<file path="src/verilog/pfcr_pkg.sv">
// ****************************************************************
// shared constants of the fault, command and capability registers
// ****************************************************************
package pfcr_pkg;
  // register port widths
  localparam int REG_W = 8;
  // register addresses
  localparam logic [7:0] ADDR_FAULT_STATUS = 8'h1f;
  localparam logic [7:0] ADDR_COMMAND = 8'h23;
  localparam logic [7:0] ADDR_CAPABILITY_ZERO = 8'h24;
  // fault status bit positions
  localparam int FLT_DEFAULTS_RESTORED = 7;
  localparam int FLT_AUTO_DRAIN_FAILED = 5;
  localparam int FLT_FORCED_DRAIN_FAILED = 4;
  localparam int FLT_CABLE_POWER_OVERCURRENT = 1;
  localparam int FLT_BUS_ERROR = 0;
  // reset value and set of bits that hardware can ever raise
  localparam logic [7:0] FAULT_RESET = 8'h80;
  localparam logic [7:0] FAULT_SUPPORTED = 8'hb3;
  localparam logic [7:0] ZERO_BYTE = 8'h00;
  // command codes
  localparam logic [7:0] CMD_SEEK_ATTACH = 8'h99;
  // termination field encodings of the role control register
  localparam logic [1:0] CC_PULLUP = 2'h1;
  localparam logic [1:0] CC_PULLDOWN = 2'h2;
  // capability byte zero fields
  localparam logic [2:0] CAP_ROLES = 3'h6;
  localparam logic CAP_DEBUG_PACKET_SUPPORT = 1'b1;
  localparam logic CAP_CABLE_POWER_SWITCH = 1'b1;
  localparam logic [2:0] CAP_LOW_BITS = 3'h0;
  localparam logic [7:0] CAP_ZERO_VALUE = {
    CAP_ROLES, CAP_DEBUG_PACKET_SUPPORT, CAP_CABLE_POWER_SWITCH, CAP_LOW_BITS};
  // timing
  localparam int CLK_HZ = 100_000_000;
  localparam int SAFE_ZERO_TIME_MS = 650;
  localparam int SAFE_ZERO_CYCLES = SAFE_ZERO_TIME_MS * (CLK_HZ / 1000);
  localparam int DRAIN_CNT_W = 32;
  // command handling states
  typedef enum logic {
    CMD_IDLE,
    CMD_EXEC
  } pfcr_cmd_state_type;
endpackage

</file>
<file path="src/verilog/pfcr_drain_watch.sv">
`timescale 1ns/1ps
// ****************************************************************
// watches a discharge for reaching the safe zero level in time
// ****************************************************************
module pfcr_drain_watch
  import pfcr_pkg::*;
#(
  parameter int LIMIT = SAFE_ZERO_CYCLES
) (
  // clock and reset
  input wire logic clk,
  input wire logic rst_n,
  // discharge enabled and bus below safe zero level
  input wire logic enable,
  input wire logic below_safe,
  // one-cycle pulse when the discharge missed its time
  output logic fail_pulse
);
  import pfcr_pkg::*;

  logic [DRAIN_CNT_W-1:0] cnt_r;
  logic done_r;

  // the counter restarts on every new discharge attempt
  always_ff @(posedge clk or negedge rst_n) begin
    if (!rst_n) begin
      cnt_r <= '0;
      done_r <= 1'b0;
      fail_pulse <= 1'b0;
    end else if (!enable || below_safe) begin
      cnt_r <= '0;
      done_r <= 1'b0;
      fail_pulse <= 1'b0;
    end else if (!done_r && cnt_r == DRAIN_CNT_W'(LIMIT - 1)) begin
      done_r <= 1'b1; // one report per attempt
      fail_pulse <= 1'b1;
    end else begin
      cnt_r <= done_r ? cnt_r : cnt_r + 1'b1;
      fail_pulse <= 1'b0;
    end
  end
endmodule

</file>
<file path="src/verilog/pfcr_fault_latch.sv">
`timescale 1ns/1ps
// ****************************************************************
// one sticky fault bit, write-one-to-clear
// ****************************************************************
module pfcr_fault_latch #(
  parameter logic RESET_VAL = 1'b0,
  parameter logic SUPPORTED = 1'b1
) (
  // clock and reset
  input wire logic clk,
  input wire logic rst_n,
  // set event and software clear
  input wire logic set_evt,
  input wire logic clr_w1,
  // latched bit
  output logic q
);
  // set wins over a clear in the same cycle so no event is lost
  always_ff @(posedge clk or negedge rst_n) begin
    if (!rst_n) begin
      q <= RESET_VAL;
    end else if (SUPPORTED && set_evt) begin
      q <= 1'b1;
    end else if (clr_w1) begin
      q <= 1'b0;
    end
  end
endmodule

</file>
<file path="src/verilog/pfcr_regs.sv">
`timescale 1ns/1ps
module pfcr_regs
  import pfcr_pkg::*;
#(
  parameter int SAFE_ZERO_CNT = SAFE_ZERO_CYCLES
) (
  // clock and reset
  input wire logic CLK,
  input wire logic RST_N,
  // register port from the serial interface
  input wire logic [pfcr_pkg::REG_W-1:0] REG_ADDR,
  input wire logic [pfcr_pkg::REG_W-1:0] REG_WDATA,
  input wire logic REG_WR,
  input wire logic REG_RD,
  output logic [pfcr_pkg::REG_W-1:0] REG_RDATA,
  output logic REG_RVALID,
  // state of neighbouring alert, mask and control registers
  input wire logic [pfcr_pkg::REG_W-1:0] FAULT_MASK,
  input wire logic ALERT_MASK_FAULT,
  input wire logic ALERT_FAULT_WR1,
  input wire logic ROLE_DRP,
  input wire logic [1:0] ROLE_CC1,
  input wire logic [1:0] ROLE_CC2,
  input wire logic AUTO_DRAIN_ON_DETACH,
  input wire logic FORCED_DRAIN,
  // fault sources
  input wire logic VBUS_BELOW_SAFE_ZERO,
  input wire logic CABLE_POWER_OVERCURRENT,
  input wire logic TX_REQUEST,
  input wire logic TX_BUF_EMPTY,
  input wire logic RSVD_BIT_WRITE,
  input wire logic DEFAULTS_RESTORED,
  // connection search feedback
  input wire logic ATTACH_FOUND,
  // alert flag and open-drain interrupt
  output logic ALERT_FAULT,
  output logic INT_N_O,
  output logic INT_N_OE,
  // connection search control
  output logic SEEK_START,
  output logic SEEK_ACTIVE,
  output logic SEEK_START_PULLUP
);
  import pfcr_pkg::*;

  // ****************************************************************
  // register port decode
  // ****************************************************************

  logic wr_fault;
  logic wr_command;
  logic [REG_W-1:0] fault_clr;

  // address matches for the two writable registers
  assign wr_fault = REG_WR && (REG_ADDR == ADDR_FAULT_STATUS);
  assign wr_command = REG_WR && (REG_ADDR == ADDR_COMMAND);

  // only ones written clear; zeros do nothing
  assign fault_clr = wr_fault ? REG_WDATA : ZERO_BYTE;

  // ****************************************************************
  // fault event sources
  // ****************************************************************

  logic auto_fail;
  logic forced_fail;
  logic ocp_prev_r;
  logic ocp_rise;
  logic bus_err;
  logic [REG_W-1:0] fault_set;

  // each discharge mode has its own watch so that both can report
  // in the same attempt; the two share the bus level comparator.
  // a watch reports once per attempt, so a bus that never drains
  // does not flood the status register with repeated events
  // auto discharge on detach watch
  pfcr_drain_watch #(
    .LIMIT(SAFE_ZERO_CNT)
  ) u_auto_watch (
    .clk(CLK),
    .rst_n(RST_N),
    .enable(AUTO_DRAIN_ON_DETACH),
    .below_safe(VBUS_BELOW_SAFE_ZERO),
    .fail_pulse(auto_fail)
  );

  // forced discharge watch
  pfcr_drain_watch #(
    .LIMIT(SAFE_ZERO_CNT)
  ) u_forced_watch (
    .clk(CLK),
    .rst_n(RST_N),
    .enable(FORCED_DRAIN),
    .below_safe(VBUS_BELOW_SAFE_ZERO),
    .fail_pulse(forced_fail)
  );

  // overcurrent is latched on its rising edge so a clear sticks
  // while the detector output is still high
  always_ff @(posedge CLK or negedge RST_N) begin
    if (!RST_N) begin
      ocp_prev_r <= 1'b0;
    end else begin
      ocp_prev_r <= CABLE_POWER_OVERCURRENT;
    end
  end

  assign ocp_rise = CABLE_POWER_OVERCURRENT && !ocp_prev_r;

  // transmit with nothing to send, or a reserved bit written nonzero
  assign bus_err = (TX_REQUEST && TX_BUF_EMPTY) || RSVD_BIT_WRITE;

  // set vector; unsupported positions stay zero
  always_comb begin
    fault_set = ZERO_BYTE;
    fault_set[FLT_DEFAULTS_RESTORED] = DEFAULTS_RESTORED;
    fault_set[FLT_AUTO_DRAIN_FAILED] = auto_fail;
    fault_set[FLT_FORCED_DRAIN_FAILED] = forced_fail;
    fault_set[FLT_CABLE_POWER_OVERCURRENT] = ocp_rise;
    fault_set[FLT_BUS_ERROR] = bus_err;
  end

  // ****************************************************************
  // fault status latches
  // ****************************************************************

  logic [REG_W-1:0] fault_r;

  // one sticky bit per position; bit seven comes up set
  // unsupported positions are built as plain zero flops so that a
  // write of ones there reads back zero; the tool trims them anyway.
  // a clear and a new event in one cycle keep the bit set, so the
  // manager always sees a fault that arrived during its clear
  genvar gi;
  generate
    for (gi = 0; gi < REG_W; gi++) begin : g_fault
      pfcr_fault_latch #(
        .RESET_VAL(FAULT_RESET[gi]),
        .SUPPORTED(FAULT_SUPPORTED[gi])
      ) u_bit (
        .clk(CLK),
        .rst_n(RST_N),
        .set_evt(fault_set[gi]),
        .clr_w1(fault_clr[gi]),
        .q(fault_r[gi])
      );
    end
  endgenerate

  // ****************************************************************
  // alert fault flag
  // ****************************************************************

  logic any_fault_set;

  // the flag is a summary of fresh events, not of the status level:
  // a stale bit left set after a premature clear does not raise it
  // again, which is why the clear order is the manager's duty
  // any new fault this cycle raises the alert flag
  assign any_fault_set = |(fault_set & FAULT_SUPPORTED);

  // set wins over the manager's clear in the same cycle; the manager
  // is expected to empty the status register before clearing here
  always_ff @(posedge CLK or negedge RST_N) begin
    if (!RST_N) begin
      ALERT_FAULT <= 1'b1; // defaults-restored bit is up after reset
    end else if (any_fault_set) begin
      ALERT_FAULT <= 1'b1;
    end else if (ALERT_FAULT_WR1) begin
      ALERT_FAULT <= 1'b0;
    end
  end

  // ****************************************************************
  // interrupt pin
  // ****************************************************************

  logic int_want;

  // the pin is shared with other alert sources outside this block;
  // here only the fault contribution is produced and the owner of the
  // pin combines it with the rest
  // drive low only for a set, unmasked fault with the alert unmasked
  assign int_want = ALERT_MASK_FAULT && ALERT_FAULT
                    && |(fault_r & FAULT_MASK);

  // open drain: the pin level is always low, only the enable moves;
  // one cycle of latency keeps the pin free of decode glitches
  always_ff @(posedge CLK or negedge RST_N) begin
    if (!RST_N) begin
      INT_N_OE <= 1'b0;
      INT_N_O <= 1'b0;
    end else begin
      INT_N_OE <= int_want;
      INT_N_O <= 1'b0;
    end
  end

  // ****************************************************************
  // command register
  // ****************************************************************

  pfcr_cmd_state_type cmd_state_r;
  pfcr_cmd_state_type cmd_state_nxt;
  logic [REG_W-1:0] command_r;
  logic seek_ok;
  logic cc_pullup;
  logic cc_pulldown;

  // the register is a one-shot mailbox: the code is kept for a single
  // cycle so a read right after the write sees it, then it returns to
  // zero whether or not it was understood. mixed termination fields
  // leave the port where it is rather than guess a starting role
  // both termination fields must agree on the starting role
  assign cc_pullup = (ROLE_CC1 == CC_PULLUP) && (ROLE_CC2 == CC_PULLUP);
  assign cc_pulldown = (ROLE_CC1 == CC_PULLDOWN)
                       && (ROLE_CC2 == CC_PULLDOWN);

  // the seek command is acted on only for a dual-role port
  assign seek_ok = (command_r == CMD_SEEK_ATTACH) && ROLE_DRP
                   && (cc_pullup || cc_pulldown);

  // a written command is held one cycle, then executed
  always_comb begin
    case (cmd_state_r)
      CMD_IDLE: begin
        cmd_state_nxt = wr_command ? CMD_EXEC : CMD_IDLE;
      end
      CMD_EXEC: begin
        cmd_state_nxt = wr_command ? CMD_EXEC : CMD_IDLE;
      end
      default: begin
        cmd_state_nxt = CMD_IDLE;
      end
    endcase
  end

  always_ff @(posedge CLK or negedge RST_N) begin
    if (!RST_N) begin
      cmd_state_r <= CMD_IDLE;
    end else begin
      cmd_state_r <= cmd_state_nxt;
    end
  end

  // any code is stored; it returns to zero after its one cycle in the execute state, acted upon or not
  always_ff @(posedge CLK or negedge RST_N) begin
    if (!RST_N) begin
      command_r <= ZERO_BYTE;
    end else if (wr_command) begin
      command_r <= REG_WDATA;
    end else if (cmd_state_r == CMD_EXEC) begin
      command_r <= ZERO_BYTE;
    end
  end

  // ****************************************************************
  // connection search control
  // ****************************************************************

  logic seek_go;

  // the start pulse is what the toggle engine listens to; the active
  // level is only a status for the manager and ends on any attach,
  // so a limitation is that a seek cannot be cancelled from here
  // codes other than the seek code fall through with no effect
  assign seek_go = (cmd_state_r == CMD_EXEC) && seek_ok;

  // a repeated seek restarts toggling even while already active
  always_ff @(posedge CLK or negedge RST_N) begin
    if (!RST_N) begin
      SEEK_START <= 1'b0;
      SEEK_ACTIVE <= 1'b0;
      SEEK_START_PULLUP <= 1'b0;
    end else if (seek_go) begin
      SEEK_START <= 1'b1;
      SEEK_ACTIVE <= 1'b1;
      SEEK_START_PULLUP <= cc_pullup;
    end else begin
      SEEK_START <= 1'b0;
      if (ATTACH_FOUND) begin
        SEEK_ACTIVE <= 1'b0;
      end
    end
  end

  // ****************************************************************
  // read path
  // ****************************************************************

  logic [REG_W-1:0] rd_mux;

  // capability byte is a constant, unmapped addresses read zero
  always_comb begin
    case (REG_ADDR)
      ADDR_FAULT_STATUS: begin
        rd_mux = fault_r;
      end
      ADDR_COMMAND: begin
        rd_mux = command_r;
      end
      ADDR_CAPABILITY_ZERO: begin
        rd_mux = CAP_ZERO_VALUE;
      end
      default: begin
        rd_mux = ZERO_BYTE;
      end
    endcase
  end

  // read data appears the cycle after the request and then holds
  always_ff @(posedge CLK or negedge RST_N) begin
    if (!RST_N) begin
      REG_RDATA <= ZERO_BYTE;
      REG_RVALID <= 1'b0;
    end else begin
      REG_RVALID <= REG_RD;
      if (REG_RD) begin
        REG_RDATA <= rd_mux;
      end
    end
  end

endmodule
</file>
<file path="config.mk">
export PLATFORM = sky130hd
export DESIGN_NAME = pfcr_regs
export DESIGN_NICKNAME = d
export VERILOG_FILES = /design/src/verilog/pfcr_pkg.sv /design/src/verilog/pfcr_drain_watch.sv /design/src/verilog/pfcr_fault_latch.sv /design/src/verilog/pfcr_regs.sv
export SDC_FILE = /design/constraint.sdc
export NUM_CORES = 1
export LEC_CHECK = 0
export ABC_AREA = 0
export CAP_MARGIN = 20
export CORE_ASPECT_RATIO = 1.75
export CORE_MARGIN = 8
export CORE_UTILIZATION = 35
export DETAILED_ROUTE_END_ITERATION = 10
export DONT_BUFFER_PORTS = 1
export PLACE_DENSITY_LB_ADDON = 0.05
export SLEW_MARGIN = 20
export SYNTH_ARGS = -nofsm -noshare
export SYNTH_HDL_FRONTEND = slang
export SYNTH_SLANG_ARGS = --single-unit
</file>
<file path="constraint.sdc">
create_clock -name CLK -period 2.2 [get_ports CLK]
set_clock_uncertainty 0.2 [all_clocks]
set_input_delay 0.66 -clock CLK [delete_from_list [all_inputs] [get_ports CLK]]
set_output_delay 0.66 -clock CLK [all_outputs]
set_load 0.01 [all_outputs]
</file>
==> results of run 1 <==
[cells by family after synthesis]
kind of cell / count (synthesis)
AND/OR/NAND/NOR: 231
AO/OA/AOI/OAI: 74
adder cells (fa/ha/maj): 2
XOR/XNOR: 37
buffers and inverters: 28
flip-flops: 97
other: 1
multiplexers: 9
[path summary, 6_finish.rpt]
check / depth (start not counted) / startpoint / slack [ns] / to
min: 0 / RST_N / -0.19 / SEEK_START_PULLUP
max reg2reg: 5 / u_forced_watch.done_r / 0.08 / u_forced_watch.cnt_r[27]
min reg2reg: 1 / u_forced_watch.fail_pulse / 0.28 / g_fault[4].u_bit.q
max: 5 / u_forced_watch.done_r / 0.08 / u_forced_watch.cnt_r[27]
min in group CLK: 0 / CABLE_POWER_OVERCURRENT / 0.14 / ocp_prev_r
max in group asynchronous: 0 / RST_N / 1.77 / g_fault[7].u_bit.q
[through the flow]
step	setup slack (ns)	TNS, ns	std cells	power [mW]
finish	0.07993	0	716	3.444
global route	0.01247	0	716	3.583
CTS	0.01611	0	716	3.512
detailed placement	-0.04378	-0.04378	700	1.966
global placement	-0.06540	-0.06540	700	1.964
floorplan	0.02891	0	479	1.930
[layer usage]
| layer | part of all wire (%) | vias to the layer above | global-route usage, % |
|---|---|---|---|
| met5 | 0 | - | 0 |
| met4 | 1.9 | 0 | 5.256 |
| met3 | 2.6 | 11 | 2.651 |
| met2 | 55 | 53 | 25.73 |
| li1 | - | 1846 | - |
| met1 | 40 | 1856 | 15.28 |
[placed cells by master (no fill, tap or decap), types with 7 or more instances in the layout]
master,Yosys,routed
sky130_fd_sc_hd__a21oi_1,21,21
sky130_fd_sc_hd__and3_1,9,9
sky130_fd_sc_hd__buf_4,2,64
sky130_fd_sc_hd__clkbuf_16,0,9
sky130_fd_sc_hd__dfrtp_1,95,95
sky130_fd_sc_hd__inv_1,9,9
sky130_fd_sc_hd__mux2_2,9,9
sky130_fd_sc_hd__nand2_1,37,34
sky130_fd_sc_hd__nand3_1,32,32
sky130_fd_sc_hd__nand4_1,23,23
sky130_fd_sc_hd__nor2_1,57,57
sky130_fd_sc_hd__nor2b_1,13,13
sky130_fd_sc_hd__nor3_1,8,7
sky130_fd_sc_hd__nor4_1,12,9
sky130_fd_sc_hd__o21ai_0,14,14
sky130_fd_sc_hd__o31ai_1,11,11
sky130_fd_sc_hd__xnor2_1,9,9
sky130_fd_sc_hd__xor2_1,28,28
[power by group through the flow]
| stage | clock network [mW] | registers, mW | logic, mW |
|---|---|---|---|
| after CTS | 1.58 | 1.83 | 0.0992 |
| after detailed placement | 0 | 1.87 | 0.0993 |
| after global routing | 1.64 | 1.83 | 0.110 |
| after floorplan | 0 | 1.86 | 0.0694 |
| after global placement | 0 | 1.87 | 0.0982 |
| final | 1.51 | 1.83 | 0.0986 |
[final cells by class]
cell class | count | area (um^2) | area share [%]
tap | 174 | 217.7 | 3.798
timing repair buffer | 65 | 500.5 | 8.732
clock inverter | 5 | 46.29 | 0.8077
multi-input combinational | 354 | 2267 | 39.55
sequential | 97 | 2430 | 42.39
clock buffer | 11 | 232.7 | 4.060
inverter | 10 | 37.54 | 0.6549
[cells in the mapped netlist, drive strengths merged (3+ instances only)]
cell type,instances
nor2b,13
nand2,37
nand4b,3
nand3,32
nor2,57
a22oi,4
or3,3
a21oi,21
o21ai,14
and4,7
a21o,5
dfrtp,95
o31ai,11
xnor2,9
or4,3
o41ai,5
nor3,9
inv,10
clkbuf,14
and3,9
o211ai,3
and2,5
nand2b,4
nor4,15
xor2,28
buf,4
mux2,9
nand4,25
[worst max-delay path: stages, from the launching register on]
cell	delay [ns]
sky130_fd_sc_hd__dfrtp_1	0.41
sky130_fd_sc_hd__nand4b_1	0.23
sky130_fd_sc_hd__or4_4	0.55
sky130_fd_sc_hd__nor4_1	0.37
sky130_fd_sc_hd__xnor2_1	0.17
sky130_fd_sc_hd__nor2_1	0.06
[state kept, by name, indices dropped and copies added, names as in the netlist]
name and count:
REG_RDATA 8, cmd_state_r 1, command_r 8, SEEK_START_PULLUP 1, u_forced_watch.done_r 1, SEEK_ACTIVE 1, INT_N_OE 1, u_auto_watch.done_r 1
u_auto_watch.cnt_r 32, u_forced_watch.cnt_r 32, ocp_prev_r 1, SEEK_START 1, REG_RVALID 1, ALERT_FAULT 1, u_auto_watch.fail_pulse 1, g_fault.u_bit.q 5
u_forced_watch.fail_pulse 1
[repair_timing]
item / 4_1_cts / 5_1_grt
gates resized for setup: 0 / 10
setup endpoints to repair: 0 / 20
hold endpoints to repair: 97 / 97
==> results.txt, run 1 <==
----------------------------------------------------
[Logic synthesis]
  Mux cell area share after synthesis ... under 10%
  Post-synthesis compound-gate area fraction ... between 10% and 20%
  Fraction of the mapped netlist area in adder cells ... less than 1%
  Dominant cells by area after synthesis ... sky130_fd_sc_hd__dfrtp_1, sky130_fd_sc_hd__xor2_1, sky130_fd_sc_hd__nor2_1, sky130_fd_sc_hd__nand3_1, sky130_fd_sc_hd__nand4_1
  Post-synthesis net count ... roughly 530
  Sequential cell area fraction in the yosys report ... about half
  Proportion of netlist area held by the largest area contributor ... 49.95%
  Simple logic cell fraction of the synthesized area ... 26.87%
  Cell area after synthesis ... 4760 um^2
  EDFF count, synth ... 0
  Synthesized instance count ... about 480
  Flop and latch count out of synthesis ... 97
  Count of yosys warnings during synthesis ... 0
  Share of the synthesized netlist area taken by xor and xnor gates ... 6.809%
  Synth Flop Type ... sky130_fd_sc_hd__dfrtp_1
  Synth area leader ... sky130_fd_sc_hd__dfrtp_1
  Mean Syn Cell Area ... 9.936 um^2
  Async S/R FF share, synth ... between 90% and 100%
  Combinational family with the most area after synthesis ... simple AND/OR/NAND/NOR gates
  Netlist cell types ... 55

[Setup path]
  Type of the setup path with the least slack ... flip-flop to flip-flop
  Required time of the critical path ... 2.22 ns
  Data arrival time of the critical path ... around 2.1 ns
  Top fanout value on the critical path ... 5
  Worst setup SP type ... flip-flop
  Setup crit end kind ... flip-flop

[STA]
  Final count of negative-setup-slack endpoints ... 0
  Worst slew margin ... 63.27%
  Worst hold margin ... -0.1948 ns
  Final-report max-slew violation count ... 0
  Hold violation total from the final report ... 95
  Transition at the pin with the smallest max-transition slack ... 0.5510 ns
  Setup repair after global routing missed its margin ... no
  Final clock period utilization by the worst path ... between 90 and 100%
  Clock period minus worst slack ... between 2 and 2.5 ns
  Achievable frequency ... ~0.47 GHz

[Hold path]
  Classification of the worst-slack hold path ... input port to async pin

[Global route]
  Total GRT Usage ... 13.89%
  Wire length of the first global-routing pass ... 19930 um
  Largest net degree at the start of global routing ... 98
  Leftover overflow at the end of global routing ... 0
  Initial antenna violation count ... 0
  Via count of the first global-routing pass ... 3942

[Finish]
  Antenna diode count ... 0
  Area delta synth->final ... 20.43%
  Post-route design area ... 5732 um^2
  Total Nets Final ... 583
  Final core occ ... 42.83%
  Number of filler instances in the final layout ... approximately 1300
  Layout cells sized above 1 ... between 20% and 30%

[Power and ir drop]
  Pwr per Cell Area ... approximately 600 nW/um^2
  Share of total power in sequential cells ... between 50% and 60%
  Switching portion of total power ... 23.24%
  Clk pwr share ... 44.0%
  Cell internal power dissipation ... 2.643 mW
  Worst IR drop on VDD ... 0.3031 mV
  Share of power burned in combinational logic ... 2.9%
  Sw power ... ~0.8 mW
  Cell leakage power ... 2.545 nW

[Place]
  Number of I/O port buffers ... 0
  Placed instance area ... 5409 um^2
  Final RePlAce weighted congestion ... 0.7549
  Detailed Place HPWL ... 8772 um

[Floorplanning]
  Count of boundary I/O pins ... 59
  Core footprint ... 13380 um^2
  DIE HEIGHT ... 170.3 um
  Starting density of the core ... a little over a third
  Cell row count ... 56
  Die ar. ... 17730 um^2
  Overall die width ... 104.2 um

[CTS]
  Library cell used as clock root buffer ... sky130_fd_sc_hd__clkbuf_16
  Worst-Skew Late Latency ... between 0.3 and 0.4 ns
  Setup Fix Bufs, Post-CTS ... 0
  Number of buffers created by CTS ... 9
  TritonCTS Sinks ... 97
  Clock slew at the register clock pins of the worst setup and hold paths ... 0.08 ns
  Max H-tree Level ... 3
  CTS tree ... done
  Deepest clock path buffer count ... 2

[Outcome]
  Run status ... finished, violations left
  Violated checks ... negative hold slack

[Detailed routing]
  Via count of the routed design ... about 3800
  Number of remaining DRC errors ... 0
  Detail-routed via count per cell ... 5.260
  Initial DRC count ... 178
  Number of detailed-route iterations in the first pass ... 4
  DRT antenna net count ... 0
  Routed WL per cell ... 16.57 um
  Routed wire length ... between 10000 and 15000 um

[Run]
  Total of max-cap violations ... 0

----------------------------------------------------
Power figures use the tool's default switching activity.
==> run 2, diff against run 1 <==
--- a/config.mk
+++ b/config.mk
@@ -7,6 +7,8 @@
 export LEC_CHECK = 0
 export ABC_AREA = 0
 export CAP_MARGIN = 20
+export CELL_PAD_IN_SITES_DETAIL_PLACEMENT = 1
+export CELL_PAD_IN_SITES_GLOBAL_PLACEMENT = 2
 export CORE_ASPECT_RATIO = 1.75
 export CORE_MARGIN = 8
 export CORE_UTILIZATION = 35
==> run 2 against run 1 <==
  * The flow still finishes with violations (negative hold slack)
  * Critical path depth increased by 2
  * Non-clock buffer count decreased by 1
  * Routed wire length up 8.5%
  * Sequential power is essentially flat
  * Core utilization up 0.31 points
  * Hold slack got worse by 0.015 ns
  * Final cell count down 0.14%
  * Sequential share of layout area down 0.28 points
  * Critical path type unchanged
  * Largest cell class unchanged
  * Largest power group unchanged
  * Highest routed layer unchanged
==> results.txt, run 2 (synthesis gave the netlist of run 1 again) <==
----------------------------------------------------
[STA]
  Final-layout setup total negative slack ... 0 ns (unchanged)
  Slack of the critical path ... 0.06174 ns (-0.01819 ns)
  Clock period minus worst slack ... 2.138 ns (+0.01819 ns)
  Final count of negative-setup-slack endpoints ... 0 (unchanged)
  Hold violation total from the final report ... 96 (+1.1%)
  Achievable frequency ... 0.4677 GHz (-0.85%)
  Setup repair after global routing missed its margin ... no
  Worst hold margin ... -0.2100 ns (-0.01519 ns)
  Final clock period utilization by the worst path ... 97.19% (+0.83 points)
  Final-report max-slew violation count ... 0 (unchanged)

[Place]
  Worst Setup Slack post-DPL ... -0.09845 ns (-0.05467 ns)
  Final RePlAce weighted congestion ... 0.7673 (+1.6%)
  Detailed Place HPWL ... 9568 um (+9.1%)
  Number of I/O port buffers ... 0 (unchanged)
  DP Cell Count ... 698 (-0.29%)

[Detailed routing]
  Number of detailed-route iterations in the first pass ... 4 (unchanged)
  Routed WL per cell ... 18.00 um (+8.7%)
  DRT antenna net count ... 0 (unchanged)
  Number of remaining DRC errors ... 0 (unchanged)
  Detail-routed via count per cell ... 5.347 (+1.7%)
  Routed wire length ... 12870 um (+8.5%)
  Via count of the routed design ... 3823 (+1.5%)
  Initial DRC count ... 95 (-47%)

[Power and ir drop]
  Worst IR drop on VDD ... 0.3533 mV (+17%)
  Pwr per Cell Area ... 600.5 nW/um^2 (about the same)
  Final Power ... 3.467 mW (+0.67%)
  Cell leakage power ... 2.553 nW (+0.31%)

[Setup path]
  Critical path's slowest cell ... sky130_fd_sc_hd__or4_4
  Top delay family on crit path ... simple AND/OR/NAND/NOR gates
  Critical path buffer and inverter count ... 1 (+1)
  Chain of cells forming the critical path ... ha_2 -> nand4b_4 -> or2_2 -> or4_4 -> nand2_1 -> buf_12 -> o31ai_1
  Top fanout value on the critical path ... 11 (+6)
  End of the worst register-to-register path ... u_auto_watch.cnt_r[10]
  Type of the setup path with the least slack ... flip-flop to flip-flop
  Launch instance of the worst register-to-register path ... u_auto_watch.cnt_r[1]
  Delay of the slowest cell on the worst path ... 0.44 ns (-0.11 ns)
  Data arrival time of the critical path ... 2.17 ns (+0.03 ns)
  Worst setup SP type ... flip-flop
  Number of cells on the worst reg-to-reg path ... 7 (+2)
  Required time of the critical path ... 2.23 ns (about the same)
  Setup crit end kind ... flip-flop
  Setup slack, reg-to-reg ... 0.06 ns (-0.02 ns)

[Floorplanning]
  Cell row count ... 56 (unchanged)
  Die ar. ... 17730 um^2 (unchanged)
  Starting density of the core ... 35.56% (unchanged)
  Core footprint ... 13380 um^2 (unchanged)
  Overall die width ... 104.2 um (unchanged)
  Count of boundary I/O pins ... 59 (unchanged)
  DIE HEIGHT ... 170.3 um (unchanged)

[CTS]
  Clock slew at the register clock pins of the worst setup and hold paths ... 0.08 ns (about the same)
  CTS tree ... done
  Number of buffers created by CTS ... 9 (unchanged)
  Max H-tree Level ... 3 (unchanged)
  TritonCTS Sinks ... 97 (unchanged)
  Worst-Skew Late Latency ... 0.35 ns (about the same)
  Library cell used as clock root buffer ... sky130_fd_sc_hd__clkbuf_16
  Deepest clock path buffer count ... 2 (unchanged)

[Outcome]
  Violated checks ... negative hold slack
  Run status ... finished, violations left

[Hold path]
  Classification of the worst-slack hold path ... input port to async pin

[Global route]
  Leftover overflow at the end of global routing ... 0 (unchanged)
  Largest net degree at the start of global routing ... 98 (unchanged)
  Total GRT Usage ... 15.03% (+1.1 points)
  Wire length of the first global-routing pass ... 21380 um (+7.3%)
  Via count of the first global-routing pass ... 4224 (+7.2%)
  Initial antenna violation count ... 0 (unchanged)

[Finish]
  Largest registers in the final layout ... u_auto_watch.cnt_r x32, u_forced_watch.cnt_r x32
  Total Nets Final ... 582 (-0.17%)
  Layout cells sized above 1 ... 22.00% (+0.96 points)
  Post-route non-filler standard cell count ... 715 (-0.14%)
  Most frequent cells in the layout ... sky130_fd_sc_hd__dfrtp_1, sky130_fd_sc_hd__buf_4, sky130_fd_sc_hd__nor2_1, sky130_fd_sc_hd__nand2_1, sky130_fd_sc_hd__nand3_1
  Antenna diode count ... 0 (unchanged)
  Area delta synth->final ... 21.29%
  Most common library cell in the layout ignoring fill and taps ... sky130_fd_sc_hd__dfrtp_1

[Run]
  Total of max-cap violations ... 0 (unchanged)

----------------------------------------------------
## run 2: worst max-delay path by stage
stage | depth (start not counted) | endpoint | slack, ns | start
6_report | 7 | u_auto_watch.cnt_r[10] | 0.06 | u_auto_watch.cnt_r[1]
3_3_place_gp | 8 | u_forced_watch.cnt_r[0] | -0.12 | u_forced_watch.cnt_r[28]
3_5_place_dp | 8 | u_forced_watch.cnt_r[0] | -0.1 | u_forced_watch.cnt_r[28]
4_1_cts | 7 | u_auto_watch.cnt_r[30] | 0.02 | u_auto_watch.cnt_r[1]
5_1_grt | 5 | u_forced_watch.cnt_r[27] | 0.000006 | u_forced_watch.done_r
2_1_floorplan | 8 | u_auto_watch.cnt_r[11] | 0.03 | u_auto_watch.cnt_r[0]
## run 2: metal layers
metal  global-route usage [%]  part of all wire, %  up-vias
met5                        0                    0        -
met4                    5.763                  1.5        0
met3                    2.461                  2.5       11
met2                    29.09                   57       34
met1                    15.71                   39     1941
li1                         -                    -     1837
## run 2: where the power goes
| part | switching [mW] | leakage, nW | internal (mW) | total [mW] |
|---|---|---|---|---|
| clock network | 0.750 | 0.128 | 0.785 | 1.53 |
| registers | 0.0234 | 1.32 | 1.81 | 1.83 |
| logic | 0.0570 | 1.11 | 0.0447 | 0.102 |
## run 2: worst register-to-register path, delay by kind of cell (launching register included)
kind	cells	cell delay (ns)
flip-flops	1	0.37
adder cells (fa/ha/maj)	1	0.21
AO/OA/AOI/OAI	1	0.09
AND/OR/NAND/NOR	4	1.00
buffers and inverters	1	0.14
## run 2: area by class of cell
| type | instances | area [um^2] |
|---|---|---|
| inverters | 10 | 37.54 |
| multi-input cells | 354 | 2313 |
| clock buffers | 10 | 229.0 |
| repair buffers | 64 | 493.0 |
| well taps | 174 | 217.7 |
| clock inverters | 6 | 51.30 |
| fillers | 1518 | 7610 |
| flip-flops and latches | 97 | 2431 |
## run 2: per-stage QoR
stage,utilization [%],area [um^2]
3_3_place_gp,40.30,5394
3_5_place_dp,40.30,5394
6_report,43.14,5773
2_1_floorplan,-,4768
4_1_cts,42.60,5700
5_1_grt,43.14,5773
## run 2: what timing repair did
item                                    CTS  global route
pin swaps                                 0             3
endpoints found under the setup margin   11            25
buffers inserted                          0             1
gates resized for setup                   6            11
endpoints found under the hold margin    97            97
